**src/inc/alu_decoder_consts.vh**
```
/*
 Constants for the logic/compare/word ALU instruction decoder: opcode
 patterns, field positions, operation codes and sequencer states.
 Assumes inclusion by bare name from the design file.
*/
`ifndef ALU_DECODER_CONSTS_VH
`define ALU_DECODER_CONSTS_VH
// Prefix byte for special-register and alternate forms
`define PREFIX_BYTE      8'h01
// Upper five-bit form selectors
`define HI_IMM_ACC       5'h15
`define HI_SADDR_IMM     5'h0d
`define HI_REG_REG       5'h11
`define HI_ACC_SADDR     5'h13
`define HI_SADDR_SADDR   5'h0f
`define HI_WORD_IMM      5'h05
`define HI_WORD_SFR      5'h03
// Memory form: top three zero bits, op field flag
`define MEM_TOP          3'h0
`define MEM_OP_FLAG      1'b1
// Word operation codes (low three bits)
`define WOP_ADD          3'h5
`define WOP_SUB          3'h6
`define WOP_CMP          3'h7
// Three-bit operation codes
`define OP_ADD           3'h0
`define OP_ADDC          3'h1
`define OP_SUB           3'h2
`define OP_SUBC          3'h3
`define OP_AND           3'h4
`define OP_XOR           3'h5
`define OP_OR            3'h6
`define OP_CMP           3'h7
// ALU select codes (bit 3 marks word width)
`define ALU_WADD         4'h8
`define ALU_WSUB         4'h9
`define ALU_WCMP         4'ha
// Operand form codes
`define FORM_ACC_IMM     4'h0
`define FORM_SADDR_IMM   4'h1
`define FORM_SFR_IMM     4'h2
`define FORM_REG_REG     4'h3
`define FORM_ACC_SADDR   4'h4
`define FORM_ACC_SFR     4'h5
`define FORM_SADDR_SADDR 4'h6
`define FORM_ACC_MEM     4'h7
`define FORM_ACC_AMEM    4'h8
`define FORM_WORD_IMM    4'h9
`define FORM_WORD_SFR    4'ha
// Sequencer states
`define ST_FIRST         3'h0
`define ST_SECOND        3'h1
`define ST_OPER1         3'h2
`define ST_OPER2         3'h3
`define ST_MEM2          3'h4
`endif

```
**src/hdl/logic_compare_word_alu_decoder.v**
```verilog
/*
 Decoder for the byte logic/compare group and the word add/subtract/
 compare group. Takes one fetched byte per fetch_valid cycle, collects
 operand bytes, and pulses alu_start with all fields when complete.
 Assumes the fetch stream is synchronous to clk and starts aligned to
 an instruction boundary after reset.
*/
`timescale 1ns/10ps
`include "alu_decoder_consts.vh"
module logic_compare_word_alu_decoder
(
   // Clock and reset
   input  wire       clk,
   input  wire       rst_n,
   // Fetch stream
   input  wire       fetch_valid,
   input  wire [7:0] fetch_byte,
   // Decoded operation
   output reg        alu_start,
   output reg  [3:0] alu_op,
   output reg  [3:0] operand_form,
   output reg        write_result,
   output reg        word_op,
   output reg  [7:0] operand_a,
   output reg  [7:0] operand_b,
   output reg  [2:0] dst_sel,
   output reg  [2:0] src_sel,
   output reg  [2:0] mem_mode,
   output reg  [2:0] mem_ptr,
   output reg        alt_memory,
   output reg        undefined_insn
);
   // Sequencer state and collected context
   reg [2:0] state_reg,  state_next;     // Byte position
   reg [3:0] form_reg,   form_next;      // Form being collected
   reg [3:0] op_reg,     op_next;        // ALU select held
   reg       pre_reg,    pre_next;       // Prefix seen
   reg [7:0] a_reg,      a_next;         // First operand byte
   reg [2:0] mode_reg,   mode_next;      // Memory mode field
   reg [2:0] ptr_reg,    ptr_next;       // Memory pointer field
   reg       done;                       // Instruction complete
   reg       bad;                        // Undefined encoding
   reg [7:0] b_val;                      // Final operand byte
   reg [2:0] dsel;                       // Register destination
   reg [2:0] ssel;                       // Register source
   wire [4:0] hi = fetch_byte[7:3];      // Form selector bits
   wire [2:0] lo = fetch_byte[2:0];      // Operation bits

   // Next-state decode of each incoming byte
   always @*
   begin
      state_next = state_reg;
      form_next  = form_reg;
      op_next    = op_reg;
      pre_next   = pre_reg;
      a_next     = a_reg;
      mode_next  = mode_reg;
      ptr_next   = ptr_reg;
      done       = 1'b0;
      bad        = 1'b0;
      b_val      = 8'h00;
      dsel       = 3'h0;
      ssel       = 3'h0;
      if (fetch_valid)
      begin
         case (state_reg)
            `ST_FIRST:
            begin
               op_next = {1'b0, lo};
               pre_next = 1'b0;
               state_next = `ST_OPER1;
               if (fetch_byte == `PREFIX_BYTE)
               begin
                  pre_next   = 1'b1;
                  state_next = `ST_SECOND;
               end
               else if (hi == `HI_IMM_ACC)
                  // Whole immediate group, add codes included
                  form_next = `FORM_ACC_IMM;
               else if (hi == `HI_SADDR_IMM)
                  form_next = `FORM_SADDR_IMM;
               else if (hi == `HI_REG_REG)
                  form_next = `FORM_REG_REG;
               else if (hi == `HI_ACC_SADDR)
                  form_next = `FORM_ACC_SADDR;
               else if (hi == `HI_SADDR_SADDR)
                  form_next = `FORM_SADDR_SADDR;
               else if (hi == `HI_WORD_IMM && lo >= `WOP_ADD)
               begin
                  form_next = `FORM_WORD_IMM;
                  op_next   = `ALU_WADD + {1'b0, lo - `WOP_ADD};
               end
               else if (fetch_byte[7:5] == `MEM_TOP)
               begin
                  form_next  = `FORM_ACC_MEM;
                  mode_next  = fetch_byte[4:2];
                  ptr_next   = {fetch_byte[1:0], 1'b0};
                  state_next = `ST_SECOND;
               end
               else
               begin
                  bad        = 1'b1;
                  state_next = `ST_FIRST;
               end
            end
            `ST_SECOND:
            begin
               state_next = `ST_OPER1;
               op_next    = {1'b0, lo};
               if (!pre_reg)
               begin
                  // Memory form tail: pointer low bit, flag, op
                  ptr_next = {ptr_reg[2:1], fetch_byte[7]};
                  if (fetch_byte[6:4] != 3'h0 || fetch_byte[3] != `MEM_OP_FLAG)
                  begin
                     bad = 1'b1;
                     state_next = `ST_FIRST;
                  end
               end
               else if (hi == `HI_SADDR_IMM)
                  form_next = `FORM_SFR_IMM;
               else if (hi == `HI_ACC_SADDR)
                  form_next = `FORM_ACC_SFR;
               else if (hi == `HI_WORD_SFR && lo >= `WOP_ADD)
               begin
                  form_next = `FORM_WORD_SFR;
                  op_next   = `ALU_WADD + {1'b0, lo - `WOP_ADD};
               end
               else if (fetch_byte[7:5] == `MEM_TOP)
               begin
                  form_next  = `FORM_ACC_AMEM;
                  mode_next  = fetch_byte[4:2];
                  ptr_next   = {fetch_byte[1:0], 1'b0};
                  pre_next   = 1'b0;
                  state_next = `ST_SECOND;
               end
               else
               begin
                  bad = 1'b1;
                  state_next = `ST_FIRST;
               end
            end
            `ST_OPER1:
            begin
               a_next = fetch_byte;
               b_val  = fetch_byte;
               case (form_reg)
                  `FORM_REG_REG:
                  begin
                     dsel = fetch_byte[6:4];
                     ssel = fetch_byte[2:0];
                     if (fetch_byte[7] | fetch_byte[3])
                        bad = 1'b1;
                     else
                        done = 1'b1;
                     state_next = `ST_FIRST;
                  end
                  `FORM_ACC_IMM, `FORM_ACC_SADDR, `FORM_ACC_SFR, `FORM_WORD_SFR:
                  begin
                     done = 1'b1;
                     state_next = `ST_FIRST;
                  end
                  default:
                     state_next = `ST_OPER2;
               endcase
            end
            `ST_OPER2:
            begin
               b_val = fetch_byte;
               done  = 1'b1;
               state_next = `ST_FIRST;
            end
            default:
               state_next = `ST_FIRST;
         endcase
      end
   end

   // Registered state and outputs
   always @(posedge clk or negedge rst_n)
   begin
      if (!rst_n)
      begin
         state_reg      <= `ST_FIRST;
         form_reg       <= 4'h0;
         op_reg         <= 4'h0;
         pre_reg        <= 1'b0;
         a_reg          <= 8'h00;
         mode_reg       <= 3'h0;
         ptr_reg        <= 3'h0;
         alu_start      <= 1'b0;
         alu_op         <= 4'h0;
         operand_form   <= 4'h0;
         write_result   <= 1'b0;
         word_op        <= 1'b0;
         operand_a      <= 8'h00;
         operand_b      <= 8'h00;
         dst_sel        <= 3'h0;
         src_sel        <= 3'h0;
         mem_mode       <= 3'h0;
         mem_ptr        <= 3'h0;
         alt_memory     <= 1'b0;
         undefined_insn <= 1'b0;
      end
      else
      begin
         state_reg      <= state_next;
         form_reg       <= form_next;
         op_reg         <= op_next;
         pre_reg        <= pre_next;
         a_reg          <= a_next;
         mode_reg       <= mode_next;
         ptr_reg        <= ptr_next;
         alu_start      <= done;
         undefined_insn <= bad;
         if (done)
         begin
            alu_op       <= op_reg;
            operand_form <= form_reg;
            word_op      <= op_reg[3];
            // Compares leave destination unchanged
            write_result <= (op_reg != {1'b0, `OP_CMP}) && (op_reg != `ALU_WCMP);
            operand_a    <= (state_reg == `ST_OPER2) ? a_reg : fetch_byte;
            operand_b    <= (state_reg == `ST_OPER2) ? b_val : 8'h00;
            dst_sel      <= dsel;
            src_sel      <= ssel;
            mem_mode     <= mode_reg;
            mem_ptr      <= ptr_reg;
            alt_memory   <= (form_reg == `FORM_ACC_AMEM);
         end
      end
   end
endmodule // logic_compare_word_alu_decoder

```
**config.mk**
```make
export PLATFORM = sky130hd
export DESIGN_NAME = logic_compare_word_alu_decoder
export DESIGN_NICKNAME = d
export VERILOG_FILES = /design/src/hdl/logic_compare_word_alu_decoder.v
export VERILOG_INCLUDE_DIRS = /design/src /design/src/inc
export SDC_FILE = /design/constraint.sdc
export NUM_CORES = 1
export LEC_CHECK = 0
export BUFFER_PORTS_ARGS = -buffer_cell sky130_fd_sc_hd__buf_2
export CAP_MARGIN = 20
export CELL_PAD_IN_SITES_DETAIL_PLACEMENT = 1
export CELL_PAD_IN_SITES_GLOBAL_PLACEMENT = 2
export CORE_MARGIN = 3
export CORE_UTILIZATION = 35
export DETAILED_ROUTE_END_ITERATION = 12
export PLACE_DENSITY = 0.76
export SETUP_SLACK_MARGIN = 0.1
export SLEW_MARGIN = 20
export SYNTH_ARGS = -nofsm -noshare
export SYNTH_HDL_FRONTEND = slang
export SYNTH_SLANG_ARGS = --single-unit
```
**constraint.sdc**
```tcl
create_clock -name clk -period 2.08 [get_ports clk]
set_input_delay 0 -clock clk [delete_from_list [all_inputs] [get_ports clk]]
set_output_delay 0 -clock clk [all_outputs]
set_load 0.05 [all_outputs]
```
==> results of run 1 <==
## critical path, stage by stage, from the launching register on
cell and delay [ps]:
dfrtp_1 430, or4b_1 550, a21oi_2 210, o311ai_4 130, buf_12 210, a22o_1 250
## metal layers
metal	GRT usage	part of all wire
met1	0.269	0.49
met2	0.284	0.45
met3	0.0451	0.041
met4	0.0676	0.020
met5	0	0
## cells in the final DEF, fill, tap and decap left out, types with 3 or more instances in the layout
cell type  count
buf_4         25
nor3_1         4
a22o_1        10
inv_1          9
nor2_1        11
a21oi_1       12
a31oi_1        5
nand3_1        9
mux2i_1       10
o21ai_0       24
nor2b_1        6
clkbuf_8      11
mux2_2         9
nand3b_1       3
nand2b_1       9
nand2_1       88
dfrtp_1       65
buf_2         51
## layout make-up
class,count,area [um2]
clock buffer,11,151
clock inverter,3,17.5
fill,1047,4960
inverter,9,33.8
multi-input combinational,240,1440
sequential,65,1630
tap,108,135
timing repair buffer,79,483
## stage by stage
stage | worst slack, ps | area [um2] | utilization
2_1_floorplan | 300 | 3220 | -
3_3_place_gp | 189 | 3690 | 0.418
3_5_place_dp | 133 | 3690 | 0.418
4_1_cts | 138 | 3880 | 0.439
5_1_grt | 108 | 3890 | 0.439
6_report | 183 | 3890 | 0.439
## worst paths after layout
path	startpoint	end	depth (start not counted)
min in group asynchronous	rst_n	operand_b[5]	2
setup / recovery	form_reg[3]	operand_b[6]	5
max in group asynchronous	rst_n	operand_form[0]	3
hold / removal	fetch_byte[2]	src_sel[2]	3
setup reg to reg	form_reg[3]	operand_b[6]	5
hold reg to reg	dst_sel[1]	dst_sel[1]	2
## power by group
part | leakage (nW) | total, mW | internal, mW | switching (mW)
Combinational | 1.05 | 2.44 | 0.703 | 1.73
Sequential | 0.827 | 2.05 | 1.74 | 0.311
Clock | 0.0871 | 0.949 | 0.480 | 0.469
## kinds of logic after synthesis
logic type / synth area share
buffers and inverters: 0.0548
XOR/XNOR: 0.00544
flip-flops: 0.505
AO/OA/AOI/OAI: 0.158
adder cells (fa/ha/maj): 0.00777
multiplexers: 0.0695
AND/OR/NAND/NOR: 0.200
## what timing repair did
| action | 4_1_cts | 5_1_grt |
|---|---|---|
| gates resized for setup | 0 | 1 |
| setup endpoints to repair | 0 | 9 |
| hold buffers | 2 | 0 |
| endpoints found under the hold margin | 24 | 0 |
==> impl_metrics.ini, run 1 <==
[clock_tree]
htreeDepth = 3
cts_buffer_depth = 2
cts_tree = built
insertion_delay_ps = 340
cts.clk_slew.worst_paths_ps = 70
cts_setup_buffers = 0
clockRootBuffer = clkbuf_8
numCtsBuffers = 9
clkSinkCount = 65

[synth]
ys_types = 48
synth_top_cell_by_area = dfrtp_1
syn-mean-instance-area_um2 = 9.45
synthCells = 341
synth_seq_cells = 65
ys_seq_area_frac = 0.505
synth.most_common_cell = nand2_1
ys_warn_count = 0
synth_edf_count = 0
synth_common_cells = nand2_1 (88), dfrtp_1 (65), o21ai_0 (24)
synth_top_area_frac = 0.505
netlist_top_cells_area = dfrtp_1 (50%), nand2_1 (10%), o21ai_0 (3.7%)
synthArstFlopShare = 1.00
syn-num-nets = 354
ys.flop_type = dfrtp_1
netlist_area_um2 = 3220

[drt]
drc_errors = 0
drtPass1Iterations = 4
postRouteAntennaNets = 0
drtIter0Drc = 147
wl_per_cell_um = 17.6
vias_per_cell = 5.24
via_count = 2697
routed_wl_mm = 9.07

[cells_and_area]
area_growth_pct = 20.7
finalNonFillerCells = 515
num_antenna_cells = 0
final_nets = 417
drive_gt1_frac = 0.265

[pwr]
total_power_mw = 5.44
peakVddDrop_mv = 0.422
p_per_area_nw_per_um2 = 1400
p_leak_nw = 1.97

[floorplanning]
die_x_um = 102
initial_core_util = 0.364
core_area_um2 = 8850
die_area_um2 = 10400
floorplan.rows = 34
dieHeight_um = 102
pin_count = 52

[worst_setup_path]
rrSetupSlack_ps = 180
end_kind = register
crit_required_ps = 2310
arrival_ps = 2120
criticalPathCategory = reg2reg
crit_fanout = 46
startpoint_type = register

[timing]
drv_slew = 0
hold_violations = 0
slew_headroom = 0.622
clock.fmax_mhz = 527
fin_tns_setup_ps = 0
setup_viol = 0
fin_worst_skew_ps = 10.8
whs_ps = 12.3
fin_crit_sh = 0.912
tightest_slew_ps = 567
fin_crit_ps = 1900
rsz0062_at_grt = false

[global_routing]
grt_pass1_wl_mm = 15.0
grt_util_all_layers = 0.190
antenna_found_initial = 0
overflow = 0
grt_max_degree = 47
grt_pass1_vias = 2798

[status]
status = finished, final reports clean

[placement]
hpwl_mm = 6.84
gp_routability_congestion = 0.893
port_buffers = 51
dp_cells = 499

[hold_path]
hold_class = in2reg

[run]
maxCapViolCount = 0
(Power assumes the default switching activity.)
==> run 2: changes to the inputs <==
--- a/config.mk
+++ b/config.mk
@@ -10,6 +10,7 @@
 export CAP_MARGIN = 20
 export CELL_PAD_IN_SITES_DETAIL_PLACEMENT = 1
 export CELL_PAD_IN_SITES_GLOBAL_PLACEMENT = 2
+export CORE_ASPECT_RATIO = 0.75
 export CORE_MARGIN = 3
 export CORE_UTILIZATION = 35
 export DETAILED_ROUTE_END_ITERATION = 12
==> impl_metrics.ini, run 2 (synthesized netlist as in run 1, its figures left out) <==
[worst_setup_path]
crit_fanout = 5
criticalPathCategory = reg2reg
arrival_ps = 2110
crit_required_ps = 2290
startpoint = state_reg[1]
startpoint_type = register
rrSetupSlack_ps = 190
timing.rr.end = form_reg[2]
r2r-start = state_reg[1]
rr_worst_depth = 6
end_kind = register

[pwr]
p_per_area_nw_per_um2 = 1500
p_leak_nw = 2.02
peakVddDrop_mv = 0.655

[floorplanning]
pin_count = 52
initial_core_util = 0.370
core_area_um2 = 8710
die_x_um = 117
floorplan.rows = 29
dieHeight_um = 89.1
die_area_um2 = 10400

[status]
status = finished, final reports clean

[placement]
gp_routability_congestion = 0.916
dpl-instance-area_um2 = 3720
hpwl_mm = 6.52
port_buffers = 51

[timing]
fin_crit_ps = 1890
fin_tns_setup_ps = 0
fin_worst_skew_ps = 5.81
tightest_slew_ps = 520
whs_ps = 20.0
slew_headroom = 0.650
hold_violations = 0
drv_slew = 0
rsz0062_at_grt = false
setup_viol = 0
fin_crit_sh = 0.911
clock.fmax_mhz = 528

[global_routing]
overflow = 0
grt_util_all_layers = 0.188
antenna_found_initial = 0
grt_pass1_wl_mm = 14.7
grt_max_degree = 55
grt_pass1_vias = 2794

[hold_path]
hold_class = in2reg
whs_path_depth = 2
whs_endpoint = state_reg[0]
hp-start = fetch_valid

[cells_and_area]
drive_gt1_frac = 0.270
final_cell_mix = nand2_1 (88), dfrtp_1 (65), buf_2 (51)
area_growth_pct = 25.4
regArea_um2 = 1630
num_antenna_cells = 0
fillers = 1019
final_nets = 416
final_common_cell = nand2_1
multi_input_area_um2 = 1440
stdcell_area_um2 = 4040

[clock_tree]
cts_buffer_depth = 2
cts_tree = built
cts_setup_buffers = 0
cts.clk_slew.worst_paths_ps = 60
htreeDepth = 3
clkSinkCount = 65
insertion_delay_ps = 330
numCtsBuffers = 9
clockRootBuffer = clkbuf_16

[drt]
drc_errors = 0
postRouteAntennaNets = 0
vias_per_cell = 5.31
routed_wl_mm = 9.13
via_count = 2742
wl_per_cell_um = 17.7
drtIter0Drc = 143
drtPass1Iterations = 5

[run]
maxCapViolCount = 0
run 2: cell count changes in the layout (fill, tap and decap cells not counted):
cell	before	now
clkbuf_8	11	1
clkbuf_16	0	9
buf_12	1	3
buf_4	25	23
clkinvlp_4	1	3
bufinv_16	0	1
clkinv_2	2	1
dlygate4sd3_1	2	1
inv_6	0	1
run 2: what timing repair did:
item,CTS,global route
hold buffers,1,0
setup endpoints to repair,0,5
gates resized for setup,0,1
hold endpoints to repair,65,0
run 2: where the power goes:
part,total [mW],leakage (nW),switching (mW),internal [mW]
Clock,1.54,0.141,0.577,0.961
Sequential,2.07,0.827,0.325,1.74
Combinational,2.46,1.06,1.74,0.725
Total,6.07,2.02,2.64,3.43
run 2: through the flow:
step	total power, mW	setup WS, ps	util	cells
2_1_floorplan	3.82	300	-	341
3_3_place_gp	4.50	85.7	0.427	499
3_5_place_dp	4.56	93.3	0.427	499
4_1_cts	6.13	170	0.463	516
5_1_grt	6.42	102	0.464	516
6_report	6.07	186	0.464	516
run 2: worst max-delay path by stage:
| stage | endpoint | slack (ps) | depth (start not counted) |
|---|---|---|---|
| after detailed placement | form_reg[2] | 90 | 9 |
| after global placement | form_reg[2] | 90 | 9 |
| final | form_reg[2] | 190 | 6 |
| after CTS | write_result | 170 | 7 |
| after floorplan | operand_b[5] | 300 | 6 |
| after global routing | form_reg[3] | 100 | 6 |
run 2: layout make-up:
class	count	share of cell area
timing repair buffer	78	0.123
tap	108	0.0335
clock buffer	10	0.0592
sequential	65	0.403
clock inverter	6	0.0164
multi-input combinational	240	0.357
inverter	9	0.00836
run 2: layer usage:
metal	global-route usage	up-vias	part of all wire
li1	-	1304	-
met4	0.0583	0	0.012
met2	0.290	48	0.44
met5	0	-	0
met3	0.0501	10	0.038
met1	0.260	1380	0.50
run 2: critical path: stages, from the launching register on:
cell and delay (ps):
dfrtp_1 440, nand2b_1 270, a21oi_1 160, o31ai_1 110, a311oi_2 270, buf_4 180, mux2_2 340
==> run 3: changes to the inputs <==
--- a/config.mk
+++ b/config.mk
@@ -15,6 +15,7 @@
 export CORE_UTILIZATION = 35
 export DETAILED_ROUTE_END_ITERATION = 12
 export PLACE_DENSITY = 0.76
+export RECOVER_POWER = 100
 export SETUP_SLACK_MARGIN = 0.1
 export SLEW_MARGIN = 20
 export SYNTH_ARGS = -nofsm -noshare
==> impl_metrics.ini, run 3 (synthesized netlist as in run 1, its figures left out) <==
[status]
status = complete, but fails checks
violations = negative hold slack

[global_routing]
grt_max_degree = 55
grt_util_all_layers = 0.188
grt_pass1_wl_mm = 14.7
antenna_found_initial = 0
grt_pass1_vias = 2794
overflow = 0

[floorplanning]
floorplan.rows = 29
pin_count = 52
dieHeight_um = 89.1
die_area_um2 = 10400
die_x_um = 117
initial_core_util = 0.370
core_area_um2 = 8710

[placement]
gp_routability_congestion = 0.916
hpwl_mm = 6.52
port_buffers = 51
place_worst_setup_slack_ps = 93.3
dpl-instance-area_um2 = 3720

[run]
maxCapViolCount = 0

[cells_and_area]
final_common_cell = nand2_1
final_nets = 416
stdcell_area_um2 = 3920
num_antenna_cells = 0
final_cell_mix = nand2_1 (88), dfrtp_1 (65), clkbuf_1 (48)
area_growth_pct = 21.7
drive_gt1_frac = 0.145

[clock_tree]
cts.clk_slew.worst_paths_ps = 60
htreeDepth = 3
cts_tree = built
numCtsBuffers = 9
cts_setup_buffers = 0
cts_buffer_depth = 2
clkSinkCount = 65
clockRootBuffer = clkbuf_16
insertion_delay_ps = 330

[drt]
top_layer_used = met4
routed_wl_mm = 9.09
wl_met1_mm = 4.47
met3WireLength_um = 435
drtIter0Drc = 149
drtPass1Iterations = 5
drc_errors = 0
via_count = 2730
postRouteAntennaNets = 0
wl_per_cell_um = 17.6
dr_wl_met2_mm = 4.07
vias_per_cell = 5.29

[worst_setup_path]
end_kind = register
crit_family = compound AO/OA/AOI/OAI gates
crit_required_ps = 2300
criticalPathCategory = reg2reg
worstPathCellList = or4b_1, a21oi_1, o311ai_1, buf_12, a22o_1
path_buf_inv = 1
critical-path-max-stage-delay_ps = 510
cp_slowest_cell = or4b_1
arrival_ps = 2100
startpoint_type = register
crit_fanout = 46

[timing]
setup_viol = 0
hold_violations = 1
whs_ps = -6.59
fin_crit_ps = 1880
drv_slew = 0
fin_tns_setup_ps = 0
slew_headroom = 0.506
clock.fmax_mhz = 531
setup_slack_ps = 198
fin_worst_skew_ps = 5.57
fin_crit_sh = 0.905
rsz0062_at_grt = false
tightest_slew_ps = 741

[hold_path]
hold_class = in2reg

[pwr]
p_per_area_nw_per_um2 = 1520
peakVddDrop_mv = 0.650
p_leak_nw = 1.84
total_power_mw = 5.94
-- run 3: what timing repair did --
item / in CTS / in global routing
hold buffers: 1 / 0
endpoints found under the hold margin: 65 / 0
setup endpoints to repair: 0 / 5
gates resized for setup: 0 / 1
-- run 3: final timing paths --
path	slack [ps]	endpoint	start	cells past startpoint
worst max-delay path	200	operand_b[0]	form_reg[3]	5
worst min-delay path	-7	state_reg[0]	fetch_valid	2
worst max register to register	200	operand_b[0]	form_reg[3]	5
worst min register to register	470	src_sel[2]	src_sel[2]	2
max in group asynchronous	610	op_reg[1]	rst_n	3
min in group asynchronous	220	operand_a[3]	rst_n	2
-- run 3: worst register-to-register path, delay by kind of cell (launching register included) --
family | cells | cell delay (ps)
DFF | 1 | 420
and+or+nand+nor | 1 | 510
AOI/OAI and AO/OA | 3 | 630
buffers and inverters | 1 | 230
-- run 3: final cells by class --
class,count,area [um2]
Clock buffer,10,239
Timing Repair Buffer,78,410
Multi-Input combinational cell,240,1410
Fill cell,1033,4790
Clock inverter,6,66.3
Sequential cell,65,1630
Inverter,9,33.8
Tap cell,108,135
-- run 3: metrics by stage --
step	util	cells
after floorplan	-	341
after global placement	0.427	499
after detailed placement	0.427	499
after CTS	0.463	516
after global routing	0.450	516
final	0.450	516
-- run 3: per-layer routing --
layer | up-vias | GRT usage
met5 | - | 0
met4 | 0 | 0.0583
met3 | 10 | 0.0501
met2 | 59 | 0.290
met1 | 1360 | 0.260
li1 | 1301 | -
-- run 3: power breakdown --
group,switching [mW],internal (mW),total (mW)
combinational,1.72,0.618,2.34
clock,0.577,0.961,1.54
sequential,0.322,1.74,2.07
